===== config.mk =====
export PLATFORM = sky130hd
export DESIGN_NAME = src_relay
export DESIGN_NICKNAME = d
export VERILOG_FILES = /design/src/shared/src_pkg.sv /design/src/core/src_relay.sv /design/src/core/src_tick.sv /design/src/core/src_delay.sv
export SDC_FILE = /design/constraint.sdc
export NUM_CORES = 1
export LEC_CHECK = 0
export ABC_AREA = 0
export BUFFER_PORTS_ARGS = -buffer_cell sky130_fd_sc_hd__buf_4
export CAP_MARGIN = 20
export CORE_MARGIN = 4
export CORE_UTILIZATION = 60
export CTS_BUF_LIST = sky130_fd_sc_hd__clkbuf_4
export DETAILED_ROUTE_END_ITERATION = 10
export PLACE_DENSITY = 0.92
export SETUP_SLACK_MARGIN = 0.15
export SLEW_MARGIN = 20
export SYNTH_ARGS = -nofsm -noshare
export SYNTH_HDL_FRONTEND = slang
export SYNTH_SLANG_ARGS = --single-unit

===== constraint.sdc =====
create_clock -name clk_sys -period 4.9 [get_ports clk_sys]
set_input_delay 0.98 -clock clk_sys [delete_from_list [all_inputs] [get_ports clk_sys]]
set_output_delay 0.98 -clock clk_sys [all_outputs]
set_load 0.02 [all_outputs]

===== src/shared/src_pkg.sv =====
// Constants and types shared by the status relay controller.
package src_pkg;
	// ------------------------------------------------------------------
	// Relay control modes and fault selections
	// ------------------------------------------------------------------
	typedef enum logic [1:0] {
		SRC_MODE_FAULT,
		SRC_MODE_MANUAL,
		SRC_MODE_LIST
	} src_mode_t;

	typedef enum logic [1:0] {
		SRC_SEL_ERROR_ONLY,
		SRC_SEL_CV_TO_CC,
		SRC_SEL_CC_TO_CV
	} src_sel_t;

	// ------------------------------------------------------------------
	// Register map (word addresses on the plain port)
	// ------------------------------------------------------------------
	localparam int          ADDR_W        = 4;
	localparam logic [3:0]  REG_CTRL      = 4'h0; // Mode, selection
	localparam logic [3:0]  REG_DELAY     = 4'h1; // Delay setting
	localparam logic [3:0]  REG_MANUAL    = 4'h2; // Manual relay state
	localparam logic [3:0]  REG_STATUS    = 4'h3; // Relay and inputs
	localparam logic [3:0]  REG_IRQ_STAT  = 4'h4; // Sticky events, W1C
	localparam logic [3:0]  REG_IRQ_MASK  = 4'h5; // Event enables
	localparam logic [3:0]  REG_COMMAND   = 4'h6; // Security reset

	// ------------------------------------------------------------------
	// Field positions
	// ------------------------------------------------------------------
	localparam int CTRL_MODE_LSB  = 0;
	localparam int CTRL_SEL_LSB   = 2;
	localparam int DLY_HALF_BIT   = 0;
	localparam int DLY_INT_LSB    = 1;
	localparam int DLY_INT_W      = 8;
	localparam int CMD_SEC_BIT    = 0;
	localparam int IRQ_W          = 4;
	localparam int IRQ_ON_BIT     = 0; // Relay energized
	localparam int IRQ_OFF_BIT    = 1; // Relay released
	localparam int IRQ_ERR_BIT    = 2; // System error seen
	localparam int IRQ_REJ_BIT    = 3; // Delay write refused

	// ------------------------------------------------------------------
	// Delay limits and reset values
	// ------------------------------------------------------------------
	localparam logic [7:0]  DLY_INT_MAX   = 8'h80; // 128 s
	localparam logic [8:0]  DLY_RESET     = 9'h002; // 1.0 s
	localparam logic [8:0]  DLY_ZERO      = 9'h000;

	// ------------------------------------------------------------------
	// Timing: half-second tick at the system clock rate
	// ------------------------------------------------------------------
	localparam longint CLK_HZ      = 50000000;
	localparam longint TICK_MS     = 500;
	localparam longint TICK_CYCLES = CLK_HZ * TICK_MS / 1000;
endpackage : src_pkg


===== src/core/src_relay.sv =====
// Status relay controller: fault, manual and list relay modes.
//
// Function
// Error-only selection: system error energizes relay immediately
// CV-to-CC selection: error or persisting CC energizes
// CC-to-CV selection: error or persisting CV energizes
// Transition energizes only after full continuous delay
// Delay is integer seconds plus half; zero refused
// Delay resets to one second
// Transition relay releases on return or output off
// Manual mode drives confirmed state at once
// Manual state not kept; relay off after power-up
// List mode follows remote list commands only
// Fault mode is the reset mode
// Security reset restores fault mode, error-only
// Present relay state is readable for display
// Leaving new mode early restarts delay timer
// Timer counts half-second ticks against setting
//
// Local design decisions: the register addresses and strobed register access.
`timescale 1ns/100ps
module src_relay #(
	parameter int unsigned TICK_CYCLES = 32'(src_pkg::TICK_CYCLES)
) (
	input  wire logic                      clk_sys,
	input  wire logic                      reset,
	// Register port
	input  wire logic [src_pkg::ADDR_W-1:0] reg_addr,
	input  wire logic [31:0]               reg_wdata,
	input  wire logic                      reg_wr,
	input  wire logic                      reg_rd,
	output logic [31:0]                    reg_rdata,
	// Supply state
	input  wire logic                      cv_active,
	input  wire logic                      cc_active,
	input  wire logic                      system_error,
	input  wire logic                      output_enabled,
	// Remote list sequence command
	input  wire logic                      list_relay_valid,
	input  wire logic                      list_relay_on,
	// Relay coil and interrupt
	output logic                           relay_on,
	output logic                           irq
);
	// ------------------------------------------------------------------
	// Address decode
	// ------------------------------------------------------------------
	wire wr_ctrl  = reg_wr && (reg_addr == src_pkg::REG_CTRL);
	wire wr_delay = reg_wr && (reg_addr == src_pkg::REG_DELAY);
	wire wr_man   = reg_wr && (reg_addr == src_pkg::REG_MANUAL);
	wire wr_stat  = reg_wr && (reg_addr == src_pkg::REG_IRQ_STAT);
	wire wr_mask  = reg_wr && (reg_addr == src_pkg::REG_IRQ_MASK);
	wire wr_cmd   = reg_wr && (reg_addr == src_pkg::REG_COMMAND);

	// ------------------------------------------------------------------
	// Configuration registers
	// ------------------------------------------------------------------
	src_pkg::src_mode_t mode_q;      // Relay control mode
	src_pkg::src_sel_t  sel_q;       // Fault-mode selection
	logic [8:0]         delay_q;     // {integer seconds, half flag}
	logic               manual_q;    // Manual relay state
	logic               list_q;      // Last list command state
	logic [src_pkg::IRQ_W-1:0] irq_stat_q; // Sticky events
	logic [src_pkg::IRQ_W-1:0] irq_mask_q; // Event enables
	logic               relay_q;     // Relay drive
	logic [31:0]        rdata_q;     // Read data, one cycle late

	// Decoded write fields
	wire [1:0] wmode = reg_wdata[src_pkg::CTRL_MODE_LSB +: 2];
	wire [1:0] wsel  = reg_wdata[src_pkg::CTRL_SEL_LSB +: 2];
	wire [7:0] wint  = reg_wdata[src_pkg::DLY_INT_LSB +: src_pkg::DLY_INT_W];
	wire       whalf = reg_wdata[src_pkg::DLY_HALF_BIT];
	wire [8:0] wdly  = {wint, whalf};
	wire       sec_reset = wr_cmd && reg_wdata[src_pkg::CMD_SEC_BIT];

	// Zero, or above 128.0 s, is refused and the old setting kept
	wire dly_bad = (wdly == src_pkg::DLY_ZERO) ||
	               (wint > src_pkg::DLY_INT_MAX) ||
	               ((wint == src_pkg::DLY_INT_MAX) && whalf);
	wire mode_ok = (wmode != 2'h3);
	wire sel_ok  = (wsel != 2'h3);

	// Control register: security reset outranks a plain write
	always_ff @(posedge clk_sys) begin
		if (reset || sec_reset) begin
			mode_q <= src_pkg::SRC_MODE_FAULT;
			sel_q  <= src_pkg::SRC_SEL_ERROR_ONLY;
		end else if (wr_ctrl && mode_ok && sel_ok) begin
			mode_q <= src_pkg::src_mode_t'(wmode);
			sel_q  <= src_pkg::src_sel_t'(wsel);
		end
	end

	// Delay setting
	always_ff @(posedge clk_sys) begin
		if (reset) begin
			delay_q <= src_pkg::DLY_RESET;
		end else if (wr_delay && !dly_bad) begin
			delay_q <= wdly;
		end
	end

	// Manual and list states; neither survives a reset
	always_ff @(posedge clk_sys) begin
		if (reset) begin
			manual_q <= 1'b0;
			list_q   <= 1'b0;
		end else begin
			if (wr_man) begin
				manual_q <= reg_wdata[0];
			end
			if (list_relay_valid) begin
				list_q <= list_relay_on;
			end
		end
	end

	// ------------------------------------------------------------------
	// Transition detection and timing
	// ------------------------------------------------------------------
	// Armed while the supply sits in the selected target regime and
	// the output is on; output off or return disarms and clears
	wire in_target = (sel_q == src_pkg::SRC_SEL_CV_TO_CC) ? cc_active :
	                 (sel_q == src_pkg::SRC_SEL_CC_TO_CV) ? cv_active :
	                 1'b0;
	wire armed = in_target && output_enabled &&
	             (mode_q == src_pkg::SRC_MODE_FAULT);
	logic tick;
	logic expired;

	// Prescaler restarts with each arming so the count is exact
	src_tick #(
		.TICK_CYCLES (TICK_CYCLES)
	) u_tick (
		.clk_sys (clk_sys),
		.reset   (reset),
		.restart (!armed),
		.tick    (tick)
	);

	// Persistence counter against stored delay
	src_delay u_delay (
		.clk_sys (clk_sys),
		.reset   (reset),
		.armed   (armed),
		.tick    (tick),
		.limit   (delay_q),
		.expired (expired)
	);

	// ------------------------------------------------------------------
	// Relay selection
	// ------------------------------------------------------------------
	// Error path needs no delay in every fault selection
	wire fault_relay = system_error ||
	                   ((sel_q != src_pkg::SRC_SEL_ERROR_ONLY) &&
	                    expired);
	logic relay_d;
	always_comb begin
		unique case (mode_q)
			src_pkg::SRC_MODE_FAULT:  relay_d = fault_relay;
			src_pkg::SRC_MODE_MANUAL: relay_d = manual_q;
			src_pkg::SRC_MODE_LIST:   relay_d = list_q;
			default:                  relay_d = 1'b0;
		endcase
	end

	// Relay drive register; off after reset
	always_ff @(posedge clk_sys) begin
		if (reset) begin
			relay_q <= 1'b0;
		end else begin
			relay_q <= relay_d;
		end
	end
	assign relay_on = relay_q;

	// ------------------------------------------------------------------
	// Interrupt events
	// ------------------------------------------------------------------
	logic [src_pkg::IRQ_W-1:0] ev;
	always_comb begin
		ev = '0;
		ev[src_pkg::IRQ_ON_BIT]  = relay_d && !relay_q;
		ev[src_pkg::IRQ_OFF_BIT] = !relay_d && relay_q;
		ev[src_pkg::IRQ_ERR_BIT] = system_error;
		ev[src_pkg::IRQ_REJ_BIT] = wr_delay && dly_bad;
	end
	wire [src_pkg::IRQ_W-1:0] clr =
		wr_stat ? reg_wdata[src_pkg::IRQ_W-1:0] : '0;

	// Sticky status; a new event wins over a same-cycle clear
	always_ff @(posedge clk_sys) begin
		if (reset) begin
			irq_stat_q <= '0;
			irq_mask_q <= '0;
		end else begin
			irq_stat_q <= (irq_stat_q & ~clr) | ev;
			if (wr_mask) begin
				irq_mask_q <= reg_wdata[src_pkg::IRQ_W-1:0];
			end
		end
	end
	assign irq = |(irq_stat_q & irq_mask_q);

	// ------------------------------------------------------------------
	// Read back
	// ------------------------------------------------------------------
	logic [31:0] rmux;
	always_comb begin
		rmux = 32'h0;
		unique case (reg_addr)
			src_pkg::REG_CTRL:
				rmux[3:0] = {sel_q, mode_q};
			src_pkg::REG_DELAY:
				rmux[8:0] = delay_q;
			src_pkg::REG_MANUAL:
				rmux[0] = manual_q;
			src_pkg::REG_STATUS:
				rmux[4:0] = {output_enabled, system_error, cc_active,
				             cv_active, relay_q};
			src_pkg::REG_IRQ_STAT:
				rmux[src_pkg::IRQ_W-1:0] = irq_stat_q;
			src_pkg::REG_IRQ_MASK:
				rmux[src_pkg::IRQ_W-1:0] = irq_mask_q;
			default:
				rmux = 32'h0; // Unmapped reads zero
		endcase
	end

	// Read data stands only in the cycle after the strobe
	always_ff @(posedge clk_sys) begin
		if (reset) begin
			rdata_q <= 32'h0;
		end else begin
			rdata_q <= reg_rd ? rmux : 32'h0;
		end
	end
	assign reg_rdata = rdata_q;
endmodule : src_relay


===== src/core/src_tick.sv =====
// Half-second tick generator for the transition delay timer.
`timescale 1ns/100ps
module src_tick #(
	parameter int unsigned TICK_CYCLES = 32'(src_pkg::TICK_CYCLES)
) (
	input  wire logic clk_sys,
	input  wire logic reset,
	input  wire logic restart,
	output logic      tick
);
	// ------------------------------------------------------------------
	// Prescaler
	// ------------------------------------------------------------------
	logic [31:0] cnt_q; // Cycles into the current half second
	logic [31:0] cnt_d;
	wire         last = (cnt_q == TICK_CYCLES - 1);

	// Restart aligns the first tick to a full period after the event
	assign cnt_d = (restart || last) ? 32'h0 : cnt_q + 32'h1;
	assign tick  = last && !restart;

	// Count register
	always_ff @(posedge clk_sys) begin
		if (reset) begin
			cnt_q <= 32'h0;
		end else begin
			cnt_q <= cnt_d;
		end
	end
endmodule : src_tick


===== src/core/src_delay.sv =====
// Transition persistence timer counting half-second ticks.
`timescale 1ns/100ps
module src_delay (
	input  wire logic       clk_sys,
	input  wire logic       reset,
	input  wire logic       armed,
	input  wire logic       tick,
	input  wire logic [8:0] limit,
	output logic            expired
);
	// ------------------------------------------------------------------
	// Half-second counter
	// ------------------------------------------------------------------
	logic [8:0] cnt_q; // Half seconds spent in the new mode
	logic [8:0] cnt_d;
	wire        full = (cnt_q >= limit);

	// Leaving the new mode clears the count, so excursions never add up
	assign cnt_d   = !armed ? 9'h000 :
	                 (tick && !full) ? cnt_q + 9'h001 : cnt_q;
	assign expired = armed && full && (limit != src_pkg::DLY_ZERO);

	// Count register
	always_ff @(posedge clk_sys) begin
		if (reset) begin
			cnt_q <= 9'h000;
		end else begin
			cnt_q <= cnt_d;
		end
	end
endmodule : src_delay


==> run metrics, run 1 <==
final antenna-violating net count=0; first-pass GRT wire length=13400 um; worst setup margin=2.53 ns; status=finished, final reports clean; startpoint types=primary input; Global Route Usage Sum=22.0%; actual slew at the worst max-slew pin=0.629 ns; post-place setup slack=2.01 ns; H-Tree Depth=3; share of post-route cells with drive strength above 1=12.3%; Post-DP HPWL=5980 um; Die Width=87.3 um; die height=87.3 um; synthesized area=3770 um^2; Nets=525; pin count of the biggest net entering global routing=33; Synth top area share=39.3%; final worst path period share=48.4%; crit path kind=in -> reg; Synth area leader=dfxtp_1; Placement Rows=28; Area growth syn-to-layout=9.75%; sequential-to-total area share from yosys stat=39.3%; maximum root-to-sink buffer count=2; Period minus WS final=2.37 ns; vias in the first global route=2981; GPL Wtd Cong=0.956; worst min-delay path class=reg -> reg; IO buf count=33; setup_tns=0 ns; fmax=422 MHz; DRC=0; Synth area leaders=dfxtp_1 39%, mux2i_1 6.9%, nor2_1 6.8%; slew margin rel.=58.1%; CP endpoint kind=register; CP Max Fanout=5; Initial Utilization=62.6%; CTS Buf Count=9; Yosys cell types=48; clk_lat worst skew=0.42 ns; final setup vio count=0; Max-cap violations=0; Mapped Cells=436; Power Dens Cells=265 nW/um^2; CORE AREA=6030 um^2; grt total ovfl=0; root buffer cell=clkbuf_4; drt via density=5.74; Fin Clk Skew=0.0144 ns; DRT iter0 DRCs=190; unrepaired setup endpoints after global routing=false; yosys warns=0; hold buffer count at cts=0; ANT cells=0; Slew Viols, Final=0; total wire length=7940 um; Max VDD drop=0.000196 V; Fin. Hold Viols=0; static leakage=1.53 nW; per-cell routed wire length=14.5 um; final core occ=68.7%; Synth Area per Inst=8.65 um^2; post-CTS setup buffers=0; Ports=80; detailed-route via count=3144; WP data required=5.24 ns; Post-CTS Resized=0; CTS sink cnt=74; register bit total from synthesis=74; Worst Path Arrival=2.71 ns; initial antenna violation count=0; Overall Power=1.10 mW; CTS tree=yes; die area=7620 um^2; drt pass-1 iters=4; clk slew on worst S/H paths=0.11 ns
layout make-up:
class	count	area [um^2]
fill	490	1890
timing repair buffer	33	248
tap	75	93.8
inverter	14	52.6
multi-input combinational	336	2110
sequential	74	1480
clock buffer	10	75.1
clock inverter	6	81.3
final timing paths:
| check | startpoint | endpoint | slack [ns] | cells after the start |
|---|---|---|---|---|
| setup / recovery | cv_active | u_delay.cnt_q[8]$_SDFFE_PP0P_ | 2.53 | 7 |
| hold / removal | u_tick.cnt_q[0]$_SDFF_PP0_ | u_tick.cnt_q[0]$_SDFF_PP0_ | 0.49 | 1 |
| setup reg to reg | delay_q[6]$_SDFFE_PP0P_ | u_delay.cnt_q[4]$_SDFFE_PP0P_ | 2.59 | 8 |
| hold reg to reg | u_tick.cnt_q[0]$_SDFF_PP0_ | u_tick.cnt_q[0]$_SDFF_PP0_ | 0.49 | 1 |
registers in the layout, indices dropped and copies added (netlist names):
register       flops
u_tick.cnt_q      32
manual_q           1
mode_q             2
sel_q              2
delay_q            9
list_q             1
irq_mask_q         4
relay_on           1
reg_rdata          9
u_delay.cnt_q      9
irq_stat_q         4
critical path, cell delays in order:
cell,delay (ns)
buf_4,0.09
nand3b_1,0.11
a2111oi_4,0.51
nand3_2,0.18
or3_1,0.38
or3_1,0.32
a21oi_1,0.15
through the flow:
step / std cells / cell area [um^2] / hold WS (ns)
after global placement: 532 / 3980 / 0.470
final: 548 / 4140 / 0.493
after CTS: 548 / 4140 / 0.502
after global routing: 548 / 4140 / 0.538
after detailed placement: 532 / 3980 / 0.477
after floorplan: 458 / 3850 / 0.442
cells in the mapped netlist, drive strengths merged:
master,count
inv,14
o211ai,1
or2,1
o31ai,4
xnor2,9
dfxtp,74
clkbuf,10
nand2,29
and4,5
or4,4
or3,9
o211a,1
a221oi,1
a211o,1
o2bb2ai,1
nor2,69
o32ai,2
buf,24
o22ai,2
a2111oi,2
nand2b,4
ha,11
a22oi,3
a31o,1
and2,5
nor4b,2
nand3,23
nand3b,3
xor2,22
a21oi,14
a211oi,3
conb,1
o21ai,9
nor2b,3
nor3,7
and3,8
o21a,1
nor4,10
o41ai,1
nand4,16
mux2i,26
cells in the final DEF (no fill, tap or decap), types with 9 or more instances in the layout:
cell type and n:
xor2_1 22, buf_4 33, or3_1 9, nand4_1 15
o21ai_0 9, xnor2_1 9, nor2_1 68, clkbuf_4 10
mux2i_1 26, inv_1 14, nand3_1 22, ha_1 11
nand2_1 29, dfxtp_1 74, a21oi_1 14, conb_1 23
nor4_1 9
per-layer routing:
metal	GRT usage, %	vias up	part of all wire [%]
li1	-	1561	-
met1	26.0	1466	43
met2	37.4	101	49
met3	6.43	16	7.0
met4	8.37	0	1.5
met5	0	-	0
report_power, final:
part           internal (mW)  switching, mW  total (mW)
Combinational         0.0246         0.0459      0.0705
Sequential             0.606        0.00403       0.610
Clock                  0.209          0.206       0.416
cell families (layout without fill, tap and decap cells):
group	count (synthesis)	count (layout)	synth area share, %
AOI/OAI and AO/OA	47	47	8.62
xor gates and xnor gates	31	31	7.20
adders and majority gates	11	11	3.65
buffers and inverters	48	63	7.10
DFF	74	74	39.3
muxes	26	26	6.90
other	1	23	0.0994
and+or+nand+nor	198	198	27.2
No activity file was read; power rests on OpenSTA's default activity.
==> inputs of run 2 (changes only) <==
--- a/config.mk
+++ b/config.mk
@@ -9,10 +9,10 @@
 export BUFFER_PORTS_ARGS = -buffer_cell sky130_fd_sc_hd__buf_4
 export CAP_MARGIN = 20
 export CORE_MARGIN = 4
-export CORE_UTILIZATION = 60
+export CORE_UTILIZATION = 57
 export CTS_BUF_LIST = sky130_fd_sc_hd__clkbuf_4
 export DETAILED_ROUTE_END_ITERATION = 10
-export PLACE_DENSITY = 0.92
+export PLACE_DENSITY = 0.88
 export SETUP_SLACK_MARGIN = 0.15
 export SLEW_MARGIN = 20
 export SYNTH_ARGS = -nofsm -noshare
==> constraint.sdc (replaced) <==
create_clock -name clk_sys -period 2.24 [get_ports clk_sys]
set_input_delay 0.448 -clock clk_sys [delete_from_list [all_inputs] [get_ports clk_sys]]
set_output_delay 0.448 -clock clk_sys [all_outputs]
set_load 0.02 [all_outputs]
==> run 2 against run 1 <==
Utilization is 3.5 points higher. Global-route usage is 0.78 points higher. Largest cell class unchanged. Sequential power up 120%. Wire length up 21%. Final area grew 11%. Highest routed layer unchanged. Largest power group unchanged.
==> run metrics, run 2 (synthesized netlist as in run 1, its figures left out) <==
startpoint types=register (was primary input); detailed-route via count=3386 (was 3144); Biggest register=u_tick.cnt_q (unchanged); Hold Path Cell Cnt=3 (was 1); Fin Clk Skew=0.0104 ns (was 0.0144 ns); CTS sink cnt=74 (unchanged); CTS Buf Count=9 (unchanged); WP data required=2.59 ns (was 5.24 ns); GPL Wtd Cong=0.941 (was 0.956); max reg flops=32 (unchanged); ANT cells=0 (unchanged); most frequent cells in the layout=62 x dfxtp_1, 57 x buf_4, 46 x nor2_1, 29 x nand2_1, 26 x mux2i_1 (was 74 x dfxtp_1, 68 x nor2_1, 33 x buf_4, 29 x nand2_1, 26 x mux2i_1); Post-DP HPWL=6130 um (was 5980 um); hold_sp=list_relay_on (was u_tick.cnt_q[0]$_SDFF_PP0_); drt pass-1 iters=5 (was 4); Placement Rows=29 (was 28); Seq pwr share=58.0% (was 55.6%); CORE AREA=6390 um^2 (was 6030 um^2); IO buf count=33 (unchanged); actual slew at the worst max-slew pin=0.578 ns (was 0.629 ns); H-Tree Depth=3 (unchanged); commonest non-fill, non-tap cell in the layout=dfxtp_1 (unchanged); pin count of the biggest net entering global routing=33 (unchanged); DRC=0 (unchanged); design area=4610 um^2 (was 4140 um^2); Clk pwr share=35.1% (was 37.9%); drt via density=5.85 (was 5.74); share of post-route cells with drive strength above 1=26.1% (was 12.3%); Switching Share=23.9% (was 23.4%); Max VDD drop=0.000482 V (was 0.000196 V); R2R Setup Slk=0.07 ns (was 2.59 ns); final worst path period share=97.1%; CTS tree=yes (unchanged); CP Max Fanout=4 (was 5); dpl cell area=4090 um^2 (was 3980 um^2); total wire length=9590 um (was 7940 um); Slew Viols, Final=0 (unchanged); vias in the first global route=3091 (was 2981); final setup vio count=0 (unchanged); Finished Layout Cells=579 (was 548); Hold EP=list_q$_SDFFE_PP0P_ (was u_tick.cnt_q[0]$_SDFF_PP0_); die height=89.4 um (was 87.3 um); status=finished, final reports clean (unchanged); fmax=460 MHz; Die Width=89.4 um (was 87.3 um); Max-cap violations=0 (unchanged); Gate power share=7.0% (was 6.4%); slew margin rel.=61.1% (was 58.1%); cell count after placement=547 (was 532); Psw=0.549 mW (was 0.256 mW); Area growth syn-to-layout=22.3% (was 9.75%); final core occ=72.3% (was 68.7%); grt total ovfl=0 (unchanged); filler instances=474 (was 490); Worst Path Arrival=2.53 ns (was 2.71 ns); per-cell routed wire length=16.6 um (was 14.5 um); Nets=554 (was 525); die area=7980 um^2 (was 7620 um^2); P_int=1.75 mW (was 0.840 mW); final antenna-violating net count=0 (unchanged); Fin. Hold Viols=0 (unchanged); clk_lat worst skew=0.42 ns (about the same); Initial Utilization=59.1% (was 62.6%); worst min-delay path class=in -> reg (was reg -> reg); Ports=80 (unchanged); first-pass GRT wire length=14200 um (was 13400 um); Period minus WS final=2.17 ns; reg2reg path depth=6 (was 8); initial antenna violation count=0 (unchanged); root buffer cell=clkbuf_4 (unchanged); crit path kind=reg -> reg (was in -> reg); Global Route Usage Sum=22.8% (was 22.0%); static leakage=1.72 nW (was 1.53 nW); R2R Path Start=u_tick.cnt_q[27]$_SDFF_PP0_ (was delay_q[6]$_SDFFE_PP0P_); DRT iter0 DRCs=261 (was 190); clk slew on worst S/H paths=0.11 ns (about the same); unrepaired setup endpoints after global routing=true (was false); maximum root-to-sink buffer count=2 (unchanged); Power Dens Cells=498 nW/um^2 (was 265 nW/um^2); hold buffer count at cts=0 (unchanged); CP endpoint kind=register (unchanged); Critical R2R Capture=u_delay.cnt_q[7]$_SDFFE_PP0P_ (was u_delay.cnt_q[4]$_SDFFE_PP0P_)
[run 2: through the flow]
step                      hold WS (ns)  setup WS [ns]  power, mW  TNS [ns]
after CTS                        0.245          0.119       2.31         0
final                            0.264         0.0656       2.30         0
after detailed placement         0.472         0.0146       1.52         0
after floorplan                  0.442          0.264       1.49         0
after global placement           0.469          0.101       1.52         0
after global routing             0.264        -0.0330       2.40   -0.0932
[run 2: how the worst max path moves through the flow]
stage	from	to	slack [ns]	cells after the start
after global routing	u_tick.cnt_q[28]$_SDFF_PP0_	u_delay.cnt_q[7]$_SDFFE_PP0P_	-0.03	6
after floorplan	delay_q[6]$_SDFFE_PP0P_	u_delay.cnt_q[4]$_SDFFE_PP0P_	0.26	8
after global placement	delay_q[1]$_SDFFE_PP1P_	u_delay.cnt_q[6]$_SDFFE_PP0P_	0.10	8
after CTS	u_tick.cnt_q[27]$_SDFF_PP0_	u_delay.cnt_q[4]$_SDFFE_PP0P_	0.12	5
after detailed placement	delay_q[1]$_SDFFE_PP1P_	u_delay.cnt_q[6]$_SDFFE_PP0P_	0.01	8
final	u_tick.cnt_q[27]$_SDFF_PP0_	u_delay.cnt_q[7]$_SDFFE_PP0P_	0.07	6
[run 2: routing by layer]
metal  up-vias  track usage (%)  wire length (um)
met5         -                0                 0
met1      1626             26.6              3780
li1       1618                -                 -
met2       114             39.9              5020
met3        28             6.82               547
met4         0             7.17               245
[run 2: cell type report]
class                   instances  area, um^2  share of cell area, %
multi-input cells             336        2310                   50.1
inverters                      14        52.6                   1.14
clock buffers                  12        90.1                   1.95
flip-flops and latches         74        1500                   32.5
clock inverters                 4        42.5                  0.922
well taps                      77        96.3                   2.09
repair buffers                 62         520                   11.3
[run 2: repair_timing]
action | CTS | global route
setup buffers | 8 | 5
pin swaps | 9 | 26
gates cloned | 0 | 3
setup endpoints to repair | 4 | 43
gates resized for setup | 6 | 60
[run 2: critical path: stages, from the launching register on]
cell and delay [ns]:
dfxtp_4 0.36, or4_4 0.53, nor4_4 0.37, nand4_1 0.21, buf_4 0.19, or3_1 0.33
a21oi_1 0.12
[run 2: power by group through the flow]
stage	combinational [mW]	sequential, mW	clock (mW)
6_report	0.160	1.33	0.807
2_1_floorplan	0.126	1.36	0
4_1_cts	0.155	1.33	0.827
3_3_place_gp	0.152	1.36	0
3_5_place_dp	0.153	1.36	0
5_1_grt	0.175	1.33	0.895
